<file path="config.mk">
export PLATFORM = sky130hd
export DESIGN_NAME = nsrh_top
export DESIGN_NICKNAME = d
export VERILOG_FILES = /design/src/hdl/nsrh_pkg.sv /design/src/hdl/nsrh_top.sv /design/src/hdl/nsrh_skid.sv /design/src/hdl/nsrh_halfband.sv
export SDC_FILE = /design/constraint.sdc
export NUM_CORES = 2
export LEC_CHECK = 0
export BUFFER_PORTS_ARGS = -buffer_cell sky130_fd_sc_hd__clkbuf_2
export CAP_MARGIN = 20
export CORE_ASPECT_RATIO = 0.75
export CORE_UTILIZATION = 70
export DETAILED_ROUTE_END_ITERATION = 8
export MAX_ROUTING_LAYER = met4
export PLACE_DENSITY = 0.88
export SLEW_MARGIN = 5
export SYNTH_ARGS = -nofsm -noshare
export SYNTH_HDL_FRONTEND = slang
export SYNTH_SLANG_ARGS = --single-unit
</file>
<file path="constraint.sdc">
create_clock -name clk_i -period 18.21 [get_ports clk_i]
set_clock_uncertainty 0.05 [all_clocks]
set_input_delay 1.821 -clock clk_i [delete_from_list [all_inputs] [get_ports clk_i]]
set_output_delay 1.821 -clock clk_i [all_outputs]
set_load 0.05 [all_outputs]
</file>
<file path="src/hdl/nsrh_pkg.sv">
// Constants, register map and state types of the requantizer path.
// Assumes one clock and a synchronous active-high reset in every user.
package nsrh_pkg;
  localparam int SAMPLE_W   = 14;
  localparam int ACC_W      = 27;
  localparam int PROD_W     = 37;
  localparam int NCH        = 2;
  localparam int NTAP       = 19;
  localparam int NPAIR      = 5;
  localparam int CENTRE_IDX = 9;
  localparam int ADDR_W     = 12;
  localparam int EDGE_W     = 7;
  localparam int TW_W       = 6;
  localparam int MODE_W     = 3;
  localparam int MODE_LSB   = 1;
  localparam int NSR_EN_BIT = 0;
  localparam int HB_EN_BIT  = 0;
  localparam int HB_HP_BIT  = 7;
  localparam int OUT_SHIFT  = 19;

  localparam logic [ADDR_W-1:0] HALFBAND_MODE_CONTROL_OFS   = 12'h41e;
  localparam logic [ADDR_W-1:0] REQUANTIZER_MODE_SELECT_OFS = 12'h420;
  localparam logic [ADDR_W-1:0] REQUANTIZER_BAND_TUNING_OFS = 12'h422;

  localparam logic [7:0] HB_CTL_MASK   = 8'h81;
  localparam logic [7:0] MODE_SEL_MASK = 8'h0f;
  localparam logic [7:0] TUNE_MASK     = 8'h3f;
  localparam logic [7:0] HB_CTL_RST    = 8'h00;
  localparam logic [7:0] MODE_SEL_RST  = 8'h01;
  localparam logic [7:0] TUNE_RST      = 8'h00;

  localparam logic [MODE_W-1:0] MODE_BW21 = 3'h0;
  localparam logic [MODE_W-1:0] MODE_BW28 = 3'h1;

  // Band figures count steps of 0.5 % of the converter sample rate.
  localparam logic [TW_W-1:0]   TW_MAX_BW21     = 6'h3a;
  localparam logic [TW_W-1:0]   TW_MAX_BW28     = 6'h2b;
  localparam logic [EDGE_W-1:0] CENTRE_OFS_BW21 = 7'h15;
  localparam logic [EDGE_W-1:0] CENTRE_OFS_BW28 = 7'h1c;
  localparam logic [EDGE_W-1:0] WIDTH_BW21      = 7'h2a;
  localparam logic [EDGE_W-1:0] WIDTH_BW28      = 7'h38;

  // Pair k weighs taps 2k and 18-2k.
  localparam logic [NPAIR-1:0][11:0] HB_PAIR_COEF =
    {12'h284, 12'hf3e, 12'h05d, 12'hfd1, 12'h019};
  localparam logic signed [11:0]       HB_CENTRE_COEF = 12'h400;
  localparam logic signed [12:0]       HB_UNITY       = 13'h0800;
  localparam logic signed [ACC_W-1:0]  HB_DC_LP       = 27'h000_0812;
  localparam logic signed [ACC_W-1:0]  HB_DC_HP       = 27'h000_0012;
  localparam logic signed [9:0]        GAIN_ATTEN     = 10'h0b5;
  localparam logic signed [9:0]        GAIN_UNITY     = 10'h100;
  localparam logic signed [PROD_W-1:0] ROUND_BIAS     = 37'h00_0004_0000;
  localparam logic signed [PROD_W-1:0] PROD_SAT_MAX   = 37'h00_0000_1fff;
  localparam logic signed [PROD_W-1:0] PROD_SAT_MIN   = 37'h1f_ffff_e000;
  localparam logic signed [SAMPLE_W-1:0] SAMPLE_MAX   = 14'h1fff;
  localparam logic signed [SAMPLE_W-1:0] SAMPLE_MIN   = 14'h2000;
  localparam logic signed [ACC_W-1:0]  ACC_HALF       = 27'h100_0000;
  localparam logic signed [SAMPLE_W-1:0] OUT_HALF_ATTEN = 14'h16a0;

  typedef struct packed {
    logic [SAMPLE_W-1:0] e0;
    logic [SAMPLE_W-1:0] e1;
    logic [1:0]          cnt;
    logic                rdy;
  } nsrh_skid_s;

  typedef struct packed {
    logic [NTAP-1:0][SAMPLE_W-1:0] taps;
    logic                          ph;
    logic                          s1v;
    logic signed [ACC_W-1:0]       acc;
    logic                          s2v;
    logic signed [SAMPLE_W-1:0]    smp;
  } nsrh_hbf_s;

  typedef struct packed {
    logic [NCH-1:0][7:0]        hb_ctl;
    logic [NCH-1:0][7:0]        mode_sel;
    logic [NCH-1:0][7:0]        tune;
    logic [7:0]                 rdata;
    logic                       rvalid;
    logic [NCH-1:0]             active;
    logic [NCH-1:0][EDGE_W-1:0] left;
    logic [NCH-1:0][EDGE_W-1:0] centre;
    logic [NCH-1:0][EDGE_W-1:0] right;
  } nsrh_top_s;

  localparam nsrh_skid_s SKID_RST = '{e0: '0, e1: '0, cnt: 2'h0, rdy: 1'b1};
  localparam nsrh_hbf_s  HBF_RST  = '0;
  localparam nsrh_top_s  TOP_RST  = '{
    hb_ctl: {NCH{HB_CTL_RST}}, mode_sel: {NCH{MODE_SEL_RST}},
    tune: {NCH{TUNE_RST}}, rdata: 8'h00, rvalid: 1'b0, active: {NCH{1'b1}},
    left: '0, centre: {NCH{CENTRE_OFS_BW21}}, right: {NCH{WIDTH_BW21}}};
endpackage

</file>
<file path="src/hdl/nsrh_top.sv">
// Two-channel requantizer front path: registers, buffers and half-band filters.
// Assumes samples and register accesses are synchronous to clk_i.
`timescale 1ns/1ps
module nsrh_top #(
  parameter bit LOW_SPEED_GRADE = 1'b0
) (
  // Clock and reset.
  input  wire logic                                               clk_i,
  input  wire logic                                               sys_rst_i,
  // Register port.
  input  wire logic                                               reg_wr_i,
  input  wire logic                                               reg_rd_i,
  input  wire logic [nsrh_pkg::NCH-1:0]                           reg_chan_i,
  input  wire logic [nsrh_pkg::ADDR_W-1:0]                        reg_addr_i,
  input  wire logic [7:0]                                         reg_wdata_i,
  output logic [7:0]                                              reg_rdata_o,
  output logic                                                    reg_rvalid_o,
  // Converter samples.
  input  wire logic [nsrh_pkg::NCH-1:0]                           adc_valid_i,
  output logic [nsrh_pkg::NCH-1:0]                                adc_ready_o,
  input  wire logic [nsrh_pkg::NCH-1:0][nsrh_pkg::SAMPLE_W-1:0]   adc_data_i,
  // Filtered samples.
  output logic [nsrh_pkg::NCH-1:0]                                smp_valid_o,
  input  wire logic [nsrh_pkg::NCH-1:0]                           smp_ready_i,
  output logic [nsrh_pkg::NCH-1:0][nsrh_pkg::SAMPLE_W-1:0]        smp_data_o,
  // Band status.
  output logic [nsrh_pkg::NCH-1:0]                                nsr_active_o,
  output logic [nsrh_pkg::NCH-1:0][nsrh_pkg::EDGE_W-1:0]          left_band_edge_o,
  output logic [nsrh_pkg::NCH-1:0][nsrh_pkg::EDGE_W-1:0]          band_centre_o,
  output logic [nsrh_pkg::NCH-1:0][nsrh_pkg::EDGE_W-1:0]          right_band_edge_o
);
  import nsrh_pkg::*;

  nsrh_top_s                     st;
  nsrh_top_s                     nxt;
  logic                          rd_ch;
  logic [NCH-1:0]                en;
  logic [NCH-1:0]                p28;
  logic [NCH-1:0][TW_W-1:0]      tw_max;
  logic [NCH-1:0]                bypass;
  logic [NCH-1:0]                hp;
  logic [NCH-1:0]                atten;
  logic [NCH-1:0]                buf_valid;
  logic [NCH-1:0]                buf_ready;
  logic [NCH-1:0][SAMPLE_W-1:0]  buf_data;
  logic [NCH-1:0][SAMPLE_W-1:0]  hbf_data;

  // Reads return the lowest selected channel.
  assign rd_ch = ~reg_chan_i[0];

  always_comb begin
    nxt        = st;
    nxt.rvalid = 1'b0;
    for (int c = 0; c < NCH; c++) begin
      if (reg_wr_i && reg_chan_i[c]) begin
        case (reg_addr_i)
          HALFBAND_MODE_CONTROL_OFS: begin
            nxt.hb_ctl[c] = reg_wdata_i & HB_CTL_MASK;
          end
          REQUANTIZER_MODE_SELECT_OFS: begin
            nxt.mode_sel[c] = reg_wdata_i & MODE_SEL_MASK;
            if (reg_wdata_i[MODE_LSB +: MODE_W] == MODE_BW28 &&
                st.tune[c][TW_W-1:0] > TW_MAX_BW28) begin
              nxt.tune[c] = {2'h0, TW_MAX_BW28};
            end
          end
          REQUANTIZER_BAND_TUNING_OFS: begin
            if (reg_wdata_i[TW_W-1:0] <= tw_max[c]) begin
              nxt.tune[c] = reg_wdata_i & TUNE_MASK;
            end
          end
          default: begin
          end
        endcase
      end
      nxt.active[c] = en[c];
      nxt.left[c]   = {1'b0, st.tune[c][TW_W-1:0]};
      nxt.centre[c] = {1'b0, st.tune[c][TW_W-1:0]} +
                      (p28[c] ? CENTRE_OFS_BW28 : CENTRE_OFS_BW21);
      nxt.right[c]  = {1'b0, st.tune[c][TW_W-1:0]} +
                      (p28[c] ? WIDTH_BW28 : WIDTH_BW21);
    end
    if (reg_rd_i) begin
      nxt.rvalid = 1'b1;
      case (reg_addr_i)
        HALFBAND_MODE_CONTROL_OFS: begin
          nxt.rdata = st.hb_ctl[rd_ch];
        end
        REQUANTIZER_MODE_SELECT_OFS: begin
          nxt.rdata = st.mode_sel[rd_ch];
        end
        REQUANTIZER_BAND_TUNING_OFS: begin
          nxt.rdata = st.tune[rd_ch];
        end
        default: begin
          nxt.rdata = 8'h00;
        end
      endcase
    end
  end

  always_ff @(posedge clk_i) begin
    if (sys_rst_i) begin
      st <= TOP_RST;
    end else begin
      st <= nxt;
    end
  end

  for (genvar c = 0; c < NCH; c++) begin : g_ch
    assign en[c]     = st.mode_sel[c][NSR_EN_BIT];
    assign p28[c]    = st.mode_sel[c][MODE_LSB +: MODE_W] == MODE_BW28;
    assign tw_max[c] = p28[c] ? TW_MAX_BW28 : TW_MAX_BW21;
    assign bypass[c] = !en[c] || (LOW_SPEED_GRADE && !st.hb_ctl[c][HB_EN_BIT]);
    assign hp[c]     = en[c] && st.hb_ctl[c][HB_HP_BIT];
    assign atten[c]  = en[c];

    nsrh_skid u_buf (
      .clk_i       (clk_i),
      .sys_rst_i   (sys_rst_i),
      .in_valid_i  (adc_valid_i[c]),
      .in_ready_o  (adc_ready_o[c]),
      .in_data_i   (adc_data_i[c]),
      .out_valid_o (buf_valid[c]),
      .out_ready_i (buf_ready[c]),
      .out_data_o  (buf_data[c])
    );

    nsrh_halfband u_hbf (
      .clk_i       (clk_i),
      .sys_rst_i   (sys_rst_i),
      .bypass_i    (bypass[c]),
      .hp_mode_i   (hp[c]),
      .atten_i     (atten[c]),
      .in_valid_i  (buf_valid[c]),
      .in_ready_o  (buf_ready[c]),
      .in_data_i   (buf_data[c]),
      .out_valid_o (smp_valid_o[c]),
      .out_ready_i (smp_ready_i[c]),
      .out_data_o  (hbf_data[c])
    );

    assign smp_data_o[c] = hbf_data[c];

    a_hbf_forced: assert property (
      @(posedge clk_i) disable iff (sys_rst_i)
      !LOW_SPEED_GRADE && en[c] |-> !bypass[c])
      else $error("half-band bypassed while requantizer on");
    a_hp_follow: assert property (
      @(posedge clk_i) disable iff (sys_rst_i)
      reg_wr_i && reg_chan_i[c] && reg_addr_i == HALFBAND_MODE_CONTROL_OFS && en[c]
      |=> hp[c] == $past(reg_wdata_i[HB_HP_BIT]))
      else $error("filter mode does not follow register");
    a_tune_range: assert property (
      @(posedge clk_i) disable iff (sys_rst_i)
      st.tune[c][TW_W-1:0] <= (p28[c] ? TW_MAX_BW28 : TW_MAX_BW21))
      else $error("tuning word outside profile range");
    a_band_21: assert property (
      @(posedge clk_i) disable iff (sys_rst_i)
      st.mode_sel[c][MODE_LSB +: MODE_W] == MODE_BW21
      |=> st.right[c] - st.left[c] == WIDTH_BW21 &&
          st.centre[c] - st.left[c] == CENTRE_OFS_BW21)
      else $error("21 percent band edges wrong");
    a_band_28: assert property (
      @(posedge clk_i) disable iff (sys_rst_i)
      st.mode_sel[c][MODE_LSB +: MODE_W] == MODE_BW28
      |=> st.right[c] - st.left[c] == WIDTH_BW28 &&
          st.centre[c] - st.left[c] == CENTRE_OFS_BW28)
      else $error("28 percent band edges wrong");
    a_hb_write: assert property (
      @(posedge clk_i) disable iff (sys_rst_i)
      reg_wr_i && reg_chan_i[c] && reg_addr_i == HALFBAND_MODE_CONTROL_OFS
      |=> st.hb_ctl[c] == ($past(reg_wdata_i) & HB_CTL_MASK))
      else $error("half-band mode write not stored");
    a_mode_write: assert property (
      @(posedge clk_i) disable iff (sys_rst_i)
      reg_wr_i && reg_chan_i[c] && reg_addr_i == REQUANTIZER_MODE_SELECT_OFS
      |=> st.mode_sel[c] == ($past(reg_wdata_i) & MODE_SEL_MASK))
      else $error("profile write not stored");
    a_tune_keep: assert property (
      @(posedge clk_i) disable iff (sys_rst_i)
      reg_wr_i && reg_chan_i[c] && reg_addr_i == REQUANTIZER_BAND_TUNING_OFS &&
      reg_wdata_i[TW_W-1:0] > tw_max[c]
      |=> st.tune[c] == $past(st.tune[c]))
      else $error("out-of-range tuning word stored");
    a_band_nyquist: assert property (
      @(posedge clk_i) disable iff (sys_rst_i)
      st.right[c] <= TW_MAX_BW21 + WIDTH_BW21)
      else $error("right band edge beyond range");
  end

  assign reg_rdata_o       = st.rdata;
  assign reg_rvalid_o      = st.rvalid;
  assign nsr_active_o      = st.active;
  assign left_band_edge_o  = st.left;
  assign band_centre_o     = st.centre;
  assign right_band_edge_o = st.right;

  a_reset_enable: assert property (
    @(posedge clk_i) disable iff (sys_rst_i)
    $fell(sys_rst_i) |-> (&en) && (&st.active))
    else $error("requantizer not enabled after reset");
  a_chan_sep: assert property (
    @(posedge clk_i) disable iff (sys_rst_i)
    reg_wr_i && reg_chan_i == 2'h1
    |=> st.tune[1] == $past(st.tune[1]) && st.mode_sel[1] == $past(st.mode_sel[1]) &&
        st.hb_ctl[1] == $past(st.hb_ctl[1]))
    else $error("write leaked into other channel");
  a_rvalid_pulse: assert property (
    @(posedge clk_i) disable iff (sys_rst_i)
    1'b1 |=> reg_rvalid_o == $past(reg_rd_i))
    else $error("read answer not one cycle after request");
  a_rd_unmapped: assert property (
    @(posedge clk_i) disable iff (sys_rst_i)
    reg_rd_i && reg_addr_i != HALFBAND_MODE_CONTROL_OFS &&
    reg_addr_i != REQUANTIZER_MODE_SELECT_OFS && reg_addr_i != REQUANTIZER_BAND_TUNING_OFS
    |=> reg_rdata_o == 8'h00)
    else $error("unmapped read not zero");
endmodule

</file>
<file path="src/hdl/nsrh_skid.sv">
// Two-entry sample buffer with valid and ready on both sides.
// Assumes the source holds its word while ready is low.
`timescale 1ns/1ps
module nsrh_skid (
  // Clock and reset.
  input  wire logic                         clk_i,
  input  wire logic                         sys_rst_i,
  // Filling side.
  input  wire logic                         in_valid_i,
  output logic                              in_ready_o,
  input  wire logic [nsrh_pkg::SAMPLE_W-1:0] in_data_i,
  // Draining side.
  output logic                              out_valid_o,
  input  wire logic                         out_ready_i,
  output logic [nsrh_pkg::SAMPLE_W-1:0]     out_data_o
);
  import nsrh_pkg::*;

  nsrh_skid_s st;
  nsrh_skid_s nxt;
  logic       push;
  logic       pop;

  always_comb begin
    nxt  = st;
    push = in_valid_i && st.rdy;
    pop  = (st.cnt != 2'h0) && out_ready_i;
    case ({push, pop})
      2'b10: begin
        if (st.cnt == 2'h0) begin
          nxt.e0 = in_data_i;
        end else begin
          nxt.e1 = in_data_i;
        end
        nxt.cnt = st.cnt + 2'h1;
      end
      2'b01: begin
        nxt.e0  = st.e1;
        nxt.cnt = st.cnt - 2'h1;
      end
      2'b11: begin
        if (st.cnt == 2'h1) begin
          nxt.e0 = in_data_i;
        end else begin
          nxt.e0 = st.e1;
          nxt.e1 = in_data_i;
        end
      end
      default: begin
      end
    endcase
    nxt.rdy = nxt.cnt != 2'h2;
  end

  always_ff @(posedge clk_i) begin
    if (sys_rst_i) begin
      st <= SKID_RST;
    end else begin
      st <= nxt;
    end
  end

  assign in_ready_o  = st.rdy;
  assign out_valid_o = st.cnt != 2'h0;
  assign out_data_o  = st.e0;
endmodule

</file>
<file path="src/hdl/nsrh_halfband.sv">
// Decimate-by-two half-band filter with output gain, rounding and saturation.
// Assumes the buffer ahead of it holds samples while this stage stalls.
`timescale 1ns/1ps
module nsrh_halfband (
  // Clock and reset.
  input  wire logic                                clk_i,
  input  wire logic                                sys_rst_i,
  // Configuration.
  input  wire logic                                bypass_i,
  input  wire logic                                hp_mode_i,
  input  wire logic                                atten_i,
  // Sample input.
  input  wire logic                                in_valid_i,
  output logic                                     in_ready_o,
  input  wire logic signed [nsrh_pkg::SAMPLE_W-1:0] in_data_i,
  // Sample output.
  output logic                                     out_valid_o,
  input  wire logic                                out_ready_i,
  output logic signed [nsrh_pkg::SAMPLE_W-1:0]     out_data_o
);
  import nsrh_pkg::*;

  nsrh_hbf_s                     st;
  nsrh_hbf_s                     nxt;
  logic [NTAP-1:0][SAMPLE_W-1:0] nt;
  logic signed [ACC_W-1:0]       pair_prod [NPAIR];
  logic signed [ACC_W-1:0]       centre_prod;
  logic signed [ACC_W-1:0]       acc_v;
  logic signed [PROD_W-1:0]      prod_v;
  logic signed [PROD_W-1:0]      rnd_v;
  logic                          adv;
  logic                          take;

  // The newest sample sits at index zero.
  assign nt = {st.taps[NTAP-2:0], in_data_i};

  for (genvar k = 0; k < NPAIR; k++) begin : g_pair
    assign pair_prod[k] = ACC_W'($signed(HB_PAIR_COEF[k])) *
                          (ACC_W'($signed(nt[2*k])) + ACC_W'($signed(nt[NTAP-1-2*k])));
  end
  assign centre_prod = ACC_W'(HB_CENTRE_COEF) * ACC_W'($signed(nt[CENTRE_IDX]));

  always_comb begin
    nxt    = st;
    acc_v  = centre_prod;
    prod_v = '0;
    rnd_v  = '0;
    adv    = !st.s2v || out_ready_i;
    take   = in_valid_i && adv;
    if (hp_mode_i) begin
      acc_v = -centre_prod;
    end
    for (int k = 0; k < NPAIR; k++) begin
      acc_v = acc_v + pair_prod[k];
    end
    if (adv) begin
      nxt.s2v = st.s1v;
      nxt.s1v = 1'b0;
      if (st.s1v) begin
        prod_v = PROD_W'(st.acc) * PROD_W'(atten_i ? GAIN_ATTEN : GAIN_UNITY);
        rnd_v  = (prod_v + ROUND_BIAS) >>> OUT_SHIFT;
        if (rnd_v > PROD_SAT_MAX) begin
          nxt.smp = SAMPLE_MAX;
        end else if (rnd_v < PROD_SAT_MIN) begin
          nxt.smp = SAMPLE_MIN;
        end else begin
          nxt.smp = rnd_v[SAMPLE_W-1:0];
        end
      end
      if (take) begin
        nxt.taps = nt;
        if (bypass_i) begin
          nxt.ph  = 1'b0;
          nxt.s1v = 1'b1;
          nxt.acc = ACC_W'($signed(in_data_i)) * ACC_W'(HB_UNITY);
        end else begin
          nxt.ph  = ~st.ph;
          nxt.s1v = st.ph;
          nxt.acc = st.ph ? acc_v : st.acc;
        end
      end
    end
  end

  always_ff @(posedge clk_i) begin
    if (sys_rst_i) begin
      st <= HBF_RST;
    end else begin
      st <= nxt;
    end
  end

  assign in_ready_o  = adv;
  assign out_valid_o = st.s2v;
  assign out_data_o  = st.smp;

  a_decim_skip: assert property (
    @(posedge clk_i) disable iff (sys_rst_i)
    take && !bypass_i && !st.ph |=> !st.s1v && st.ph)
    else $error("half-band emitted on an even input");
  a_decim_emit: assert property (
    @(posedge clk_i) disable iff (sys_rst_i)
    take && !bypass_i && st.ph |=> st.s1v && !st.ph ##1 st.s2v)
    else $error("half-band missed an output");
  a_lp_dc_sum: assert property (
    @(posedge clk_i) disable iff (sys_rst_i)
    take && !bypass_i && st.ph && !hp_mode_i &&
    (st.taps[NTAP-2:0] == {(NTAP-1){in_data_i}})
    |=> st.acc == ACC_W'($signed($past(in_data_i))) * HB_DC_LP)
    else $error("low-pass tap sum wrong");
  a_hp_dc_sum: assert property (
    @(posedge clk_i) disable iff (sys_rst_i)
    take && !bypass_i && st.ph && hp_mode_i &&
    (st.taps[NTAP-2:0] == {(NTAP-1){in_data_i}})
    |=> st.acc == ACC_W'($signed($past(in_data_i))) * HB_DC_HP)
    else $error("high-pass centre tap not negated");
  a_atten_gain: assert property (
    @(posedge clk_i) disable iff (sys_rst_i)
    adv && st.s1v && atten_i && st.acc >= ACC_HALF &&
    st.acc <= ACC_HALF + (ACC_HALF >>> 2)
    |=> st.smp >= OUT_HALF_ATTEN && st.smp < SAMPLE_MAX)
    else $error("attenuation gain wrong");
  a_out_sat: assert property (
    @(posedge clk_i) disable iff (sys_rst_i)
    adv && st.s1v && !atten_i && st.acc >= ACC_HALF - ACC_W'(HB_UNITY)
    |=> st.smp == SAMPLE_MAX)
    else $error("output not saturated");
endmodule

</file>
* After elaboration in Yosys (flattened, before gate mapping)
Cells that the tools add are included.
** Cells by class
- Add/sub/neg operators :: 32
- Equal/unequal tests :: 28
- Mux-type cells :: 48
- Multiply operators :: 12
- Bitwise logic cells :: 3
- Reduce and logical (&&, ||, !) cells :: 39
- Magnitude comparators :: 9
** Operators with widths (number)
- $add A27 B27 Y27 :: 10
- $mux W14 :: 12
- $add A14 B14 Y15 :: 10
- $mux W27 :: 4
- $pmux W14 S3 :: 2
- $add A37 B20 Y37 const B :: 2
- $mul A27 B10 Y37 :: 2
- $mux W8 :: 9
- $mux W29 :: 2
- $mux W28 :: 2
- $pmux W14 S2 :: 2
- $mul A6 B27 Y27 const A :: 2
- $mul A7 B27 Y27 const A :: 2
- $mul A8 B27 Y26 const A :: 2
- $mul A8 B27 Y27 const A :: 2
- $mul A9 B27 Y25 const A :: 2
- $neg A24 Y27 :: 2
- $eq A12 B11 Y1 const B :: 3
- $gt A18 B14 Y1 const B :: 2
- $lt A18 B14 Y1 const B :: 2
- $pmux W8 S2 :: 2
- $pmux W8 S3 :: 1
- $mux W5 :: 4
- $ne A2 B2 Y1 const B :: 10
- other kinds (25) :: 78
** Storage, ports and cells
- Logic and storage cells :: 242
- Flip-flop bits (word level) :: 735
- Output and inout port bits :: 85

* Depth between registers and ports, before layout
- Depth after elaboration :: 10
- Gate-level depth with buffers :: 52

* By module
From an unflattened synthesis, not the netlist that was laid out.
** Unflattened totals
- Cell total of the unflattened synthesis :: 8087
- Area, all modules :: 70324.9 um2
** Modules (own cells, without submodules)
- nsrh_halfband at g_ch[0].u_hbf :: instances 1, cells an instance 3713, area an instance 31890.6 um2
- nsrh_halfband at g_ch[1].u_hbf :: instances 1, cells an instance 3606, area an instance 31262.5 um2
- nsrh_skid :: instances 2, cells an instance 196, area an instance 1803.0 um2
- nsrh_top :: instances 1, cells an instance 376, area an instance 3565.9 um2

* Least setup slack after synthesis
No wires, ideal clock.
- Kind :: reg2reg
- Start :: register g_ch[1].u_hbf.st (netlist bit g_ch[1].u_hbf.nt[85])
- End :: register g_ch[1].u_hbf.st[41] in the netlist's numbering
- Data required time :: 18.057 ns
- Period minus slack after synthesis :: 11.553 ns
- Data arrival time :: 11.399 ns
- Path buffers :: 0
- Path slack :: 6.657 ns
- Stages on the path, launching flop included :: 53
- Cells stage by stage :: dfxtp_1 > ha_1 > a21o_1 > a21oi_1 > o21bai_1 > a21oi_1 > o21bai_1 > a21oi_1 > o21ai_1 > o41ai_1 > o21bai_1 > a21o_1 > xor2_1 > ha_1 > inv_1 > fa_1 > inv_1 > fa_1 > [17 not listed] > inv_1 > fa_1 > inv_1 > fa_1 > inv_1 > fa_1 > inv_1 > ha_1 > a21o_1 > and2_1 > nor2_1 > o31ai_1 > a21o_1 > a21oi_1 > o21ai_1 > xor2_1 > xnor2_1 > a2111oi_2
** Between the ends
- Cells in the longest elaborated chain, start to end :: 6
** RTL lines
- from (decl) :: line nsrh_halfband.sv:23 : nsrh_hbf_s st;
- from (signal assigned) :: line nsrh_halfband.sv:89 : st <= nxt;
- $add A14 B14 Y15 :: line nsrh_halfband.sv:39 : (ACC_W'($signed(nt[2*k])) + ACC_W'($signed(nt[NTAP-1-2*k])));
- $mul A8 B27 Y26 :: line nsrh_halfband.sv:38 : assign pair_prod[k] = ACC_W'($signed(HB_PAIR_COEF[k])) *
- $add A27 B27 Y27 (2 in series) :: line nsrh_halfband.sv:54 : acc_v = acc_v + pair_prod[k];
- $mux W27 :: line nsrh_halfband.sv:79 : nxt.acc = st.ph ? acc_v : st.acc;
- $mux W29 :: line nsrh_halfband.sv:72 : if (bypass_i) begin
No other way between the ends. The select of a mux whose other input is x is not followed.
A chain may end at the register's enable or synchronous reset.

* Final worst setup path
Ends and elaborated chain as after synthesis.

==> reports/results.ini <==
[drt]
vias_per_cell=5.88
dr.pass1.iters=7
drc=0
vias=54224
ant_nets=0
drt_iter0_markers=5898
wirelength_um=171000
post_drt_wl_per_cell_um=18.5

[timing]
tightest_slew_ns=1.17
setup_tns_ns=0
slew-limit-headroom_pct=21.9
hold_viol=0
setup_viol=0
rsz0062_at_grt=no
drv_slew=0
fin_ws_ns=5.14
layout_min_cycle_time_ns=13.07
period_share_pct=71.8
max_freq_ghz=0.0765

[cts]
cts_hold_buf=0
htreeDepth=3
cts_tree=done
cts_made_buffers=78
path_clk_slew_ns=0.07
clk_latency_ns=0.66
postCtsSetupBuffers=0
cts_resized=0
cts_root_buf=clkbuf_16
cts_buffer_depth=3
cts.sinks=726

[layout]
utilization_pct=74.7
layout-drive-gt1-share_pct=4.50
syn_to_final_growth_pct=5.36
nNetsFinal=9681
fill_cells=6421

[global_routing]
grt_remaining_overflow=0
antenna_found_initial=4
grt_max_degree=176
grtUsageTotal_pct=35.2
grt_pass1_wl_um=275000
grt_pass1_vias=53834

[power]
p_leak_nw=36.8
p_per_area_nw_per_um2=192
ir_drop_uv=288

[die]
die_w_um=365
die-area_um2=100000
start_util_pct=70.9
io_pins=143
rows=99
die_height_um=274
design.core.area_um2=97500

[logic_synthesis]
synthArstFlopShare_pct=0
ys_ff_latch=726
netlist_area_um2=69100
synth_top_area_share_pct=21.0
synth_common_cells=inv_1, nand2_1, ha_1, a21oi_1, dfxtp_1
synthMostInstantiatedCell=inv_1
ys_seq_area_share_pct=21.0
synth.largest_area_cell=dfxtp_1
synthCells=7954
synthTopCellsByArea=dfxtp_1, fa_1, ha_1, inv_1, nand2_1
yosys_warnings=0
syn_area_per_cell_um2=8.69
ys.flop_type=dfxtp_1
synth_edf_count=0
synth_cell_type_count=97

[setup_path]
crit_fanout=6
critPathCaptureType=flop
slowest_stage=o41ai_1
crit_required_ns=18.70
cpPeakStageDelay_ns=0.59
worstPathArrival_ns=13.56
worstSetupPathType=reg2reg
start_kind=flop
cpMostUsedCell=fa_1

[hold_path]
worstHoldPathType=reg2reg

[placement]
place_hpwl_um=134000
place_ws_ns=5.18
place_congestion=0.957
portBuffers=138

[run_status]
status=completed

[job]
cap_violations=0

-- cells by family after synthesis --
logic type | count (synthesis) | synth area share (%)
compound gates | 1326 | 11.7
xor+xnor | 338 | 4.28
fa+ha+maj | 1780 | 39.8
buf+inv | 1684 | 9.61
flops | 726 | 21.0
mux | 69 | 1.07
other cells | 1 | 0.00543
simple gates | 2030 | 12.5
-- metrics by stage --
step           cell area (um2)  instances  power [mW]  hold slack, ns
3_3_place_gp             70000       9076        11.5           0.386
2_1_floorplan            69100       7958        9.41           0.382
4_1_cts                  72800       9218        13.8           0.393
6_report                 72800       9226        14.0           0.391
3_5_place_dp             70000       9076        12.0           0.393
5_1_grt                  72800       9222        15.2           0.415
-- critical path, delay by kind of cell (launching register included) --
kind / cells / cell delay (ns)
DFF: 1 / 0.40
xor gates and xnor gates: 3 / 0.89
buffers and inverters: 9 / 0.53
adders and majority gates: 14 / 6.06
and+or+nand+nor: 2 / 0.76
AOI/OAI and AO/OA: 19 / 4.25
-- state kept, by name, summed over array words and instances, names as in the netlist, 7 cells and up --
name,count
band_centre_o,14
g_ch.u_buf.out_data_o,28
nxt,12
left_band_edge_o,12
st,10
reg_rdata_o,7
right_band_edge_o,12
g_ch.u_hbf.st,58
g_ch.u_hbf.out_data_o,28
g_ch.u_hbf.nt,504
g_ch.u_buf.st,32
-- report_power, final --
part	total [mW]	switching, mW	internal (mW)
combinational	10.4	6.40	4.04
clock	1.71	0.717	0.991
sequential	1.84	0.135	1.71
-- path summary, 6_finish.rpt --
kind	from	to	slack, ns	cells past startpoint
setup / recovery	g_ch[1].u_hbf.nt[85]	g_ch[1].u_hbf.st[41]	5.14	47
hold / removal	g_ch[0].u_hbf.nt[15]	g_ch[0].u_hbf.nt[29]	0.39	2
setup reg to reg	g_ch[1].u_hbf.nt[85]	g_ch[1].u_hbf.st[41]	5.14	47
hold reg to reg	g_ch[0].u_hbf.nt[15]	g_ch[0].u_hbf.nt[29]	0.39	2
-- routing by layer --
layer / track usage [%] / vias to the layer above / share of wire (%)
met5: - / - / 0
met4: 8.90 / 0 / 2.3
met3: 6.70 / 327 / 10
met2: 52.9 / 2429 / 44
met1: 48.9 / 26099 / 44
li1: - / 25369 / -
-- cells in the final DEF, fill, tap and decap left out, drive strengths merged, types with 19 or more instances in the layout --
master	n
a31oi	23
nor2	347
o21bai	54
a222oi	28
a21oi	753
fa	698
and2	50
ha	1082
a21o	109
clkinv	19
clkbuf	239
xor2	83
a211oi	77
buf	29
dfxtp	726
nor2b	63
or3	23
o211ai	22
inv	1332
nand2	1224
mux2i	58
nand2b	42
xnor2	255
nor3	97
o21ai	116
and3	27
nand3	75
-- cell type report --
| type | count | area [um2] | share of cell area [%] |
|---|---|---|---|
| flip-flops and latches | 726 | 14500 | 20.0 |
| clock buffers | 102 | 2180 | 3.00 |
| diodes | 8 | 20.0 | 0.0275 |
| multi-input cells | 5548 | 48000 | 65.9 |
| well taps | 1313 | 1640 | 2.26 |
| repair buffers | 166 | 911 | 1.25 |
| inverters | 1323 | 4980 | 6.84 |
| clock inverters | 40 | 577 | 0.792 |
No activity file was read; power rests on OpenSTA's default activity.
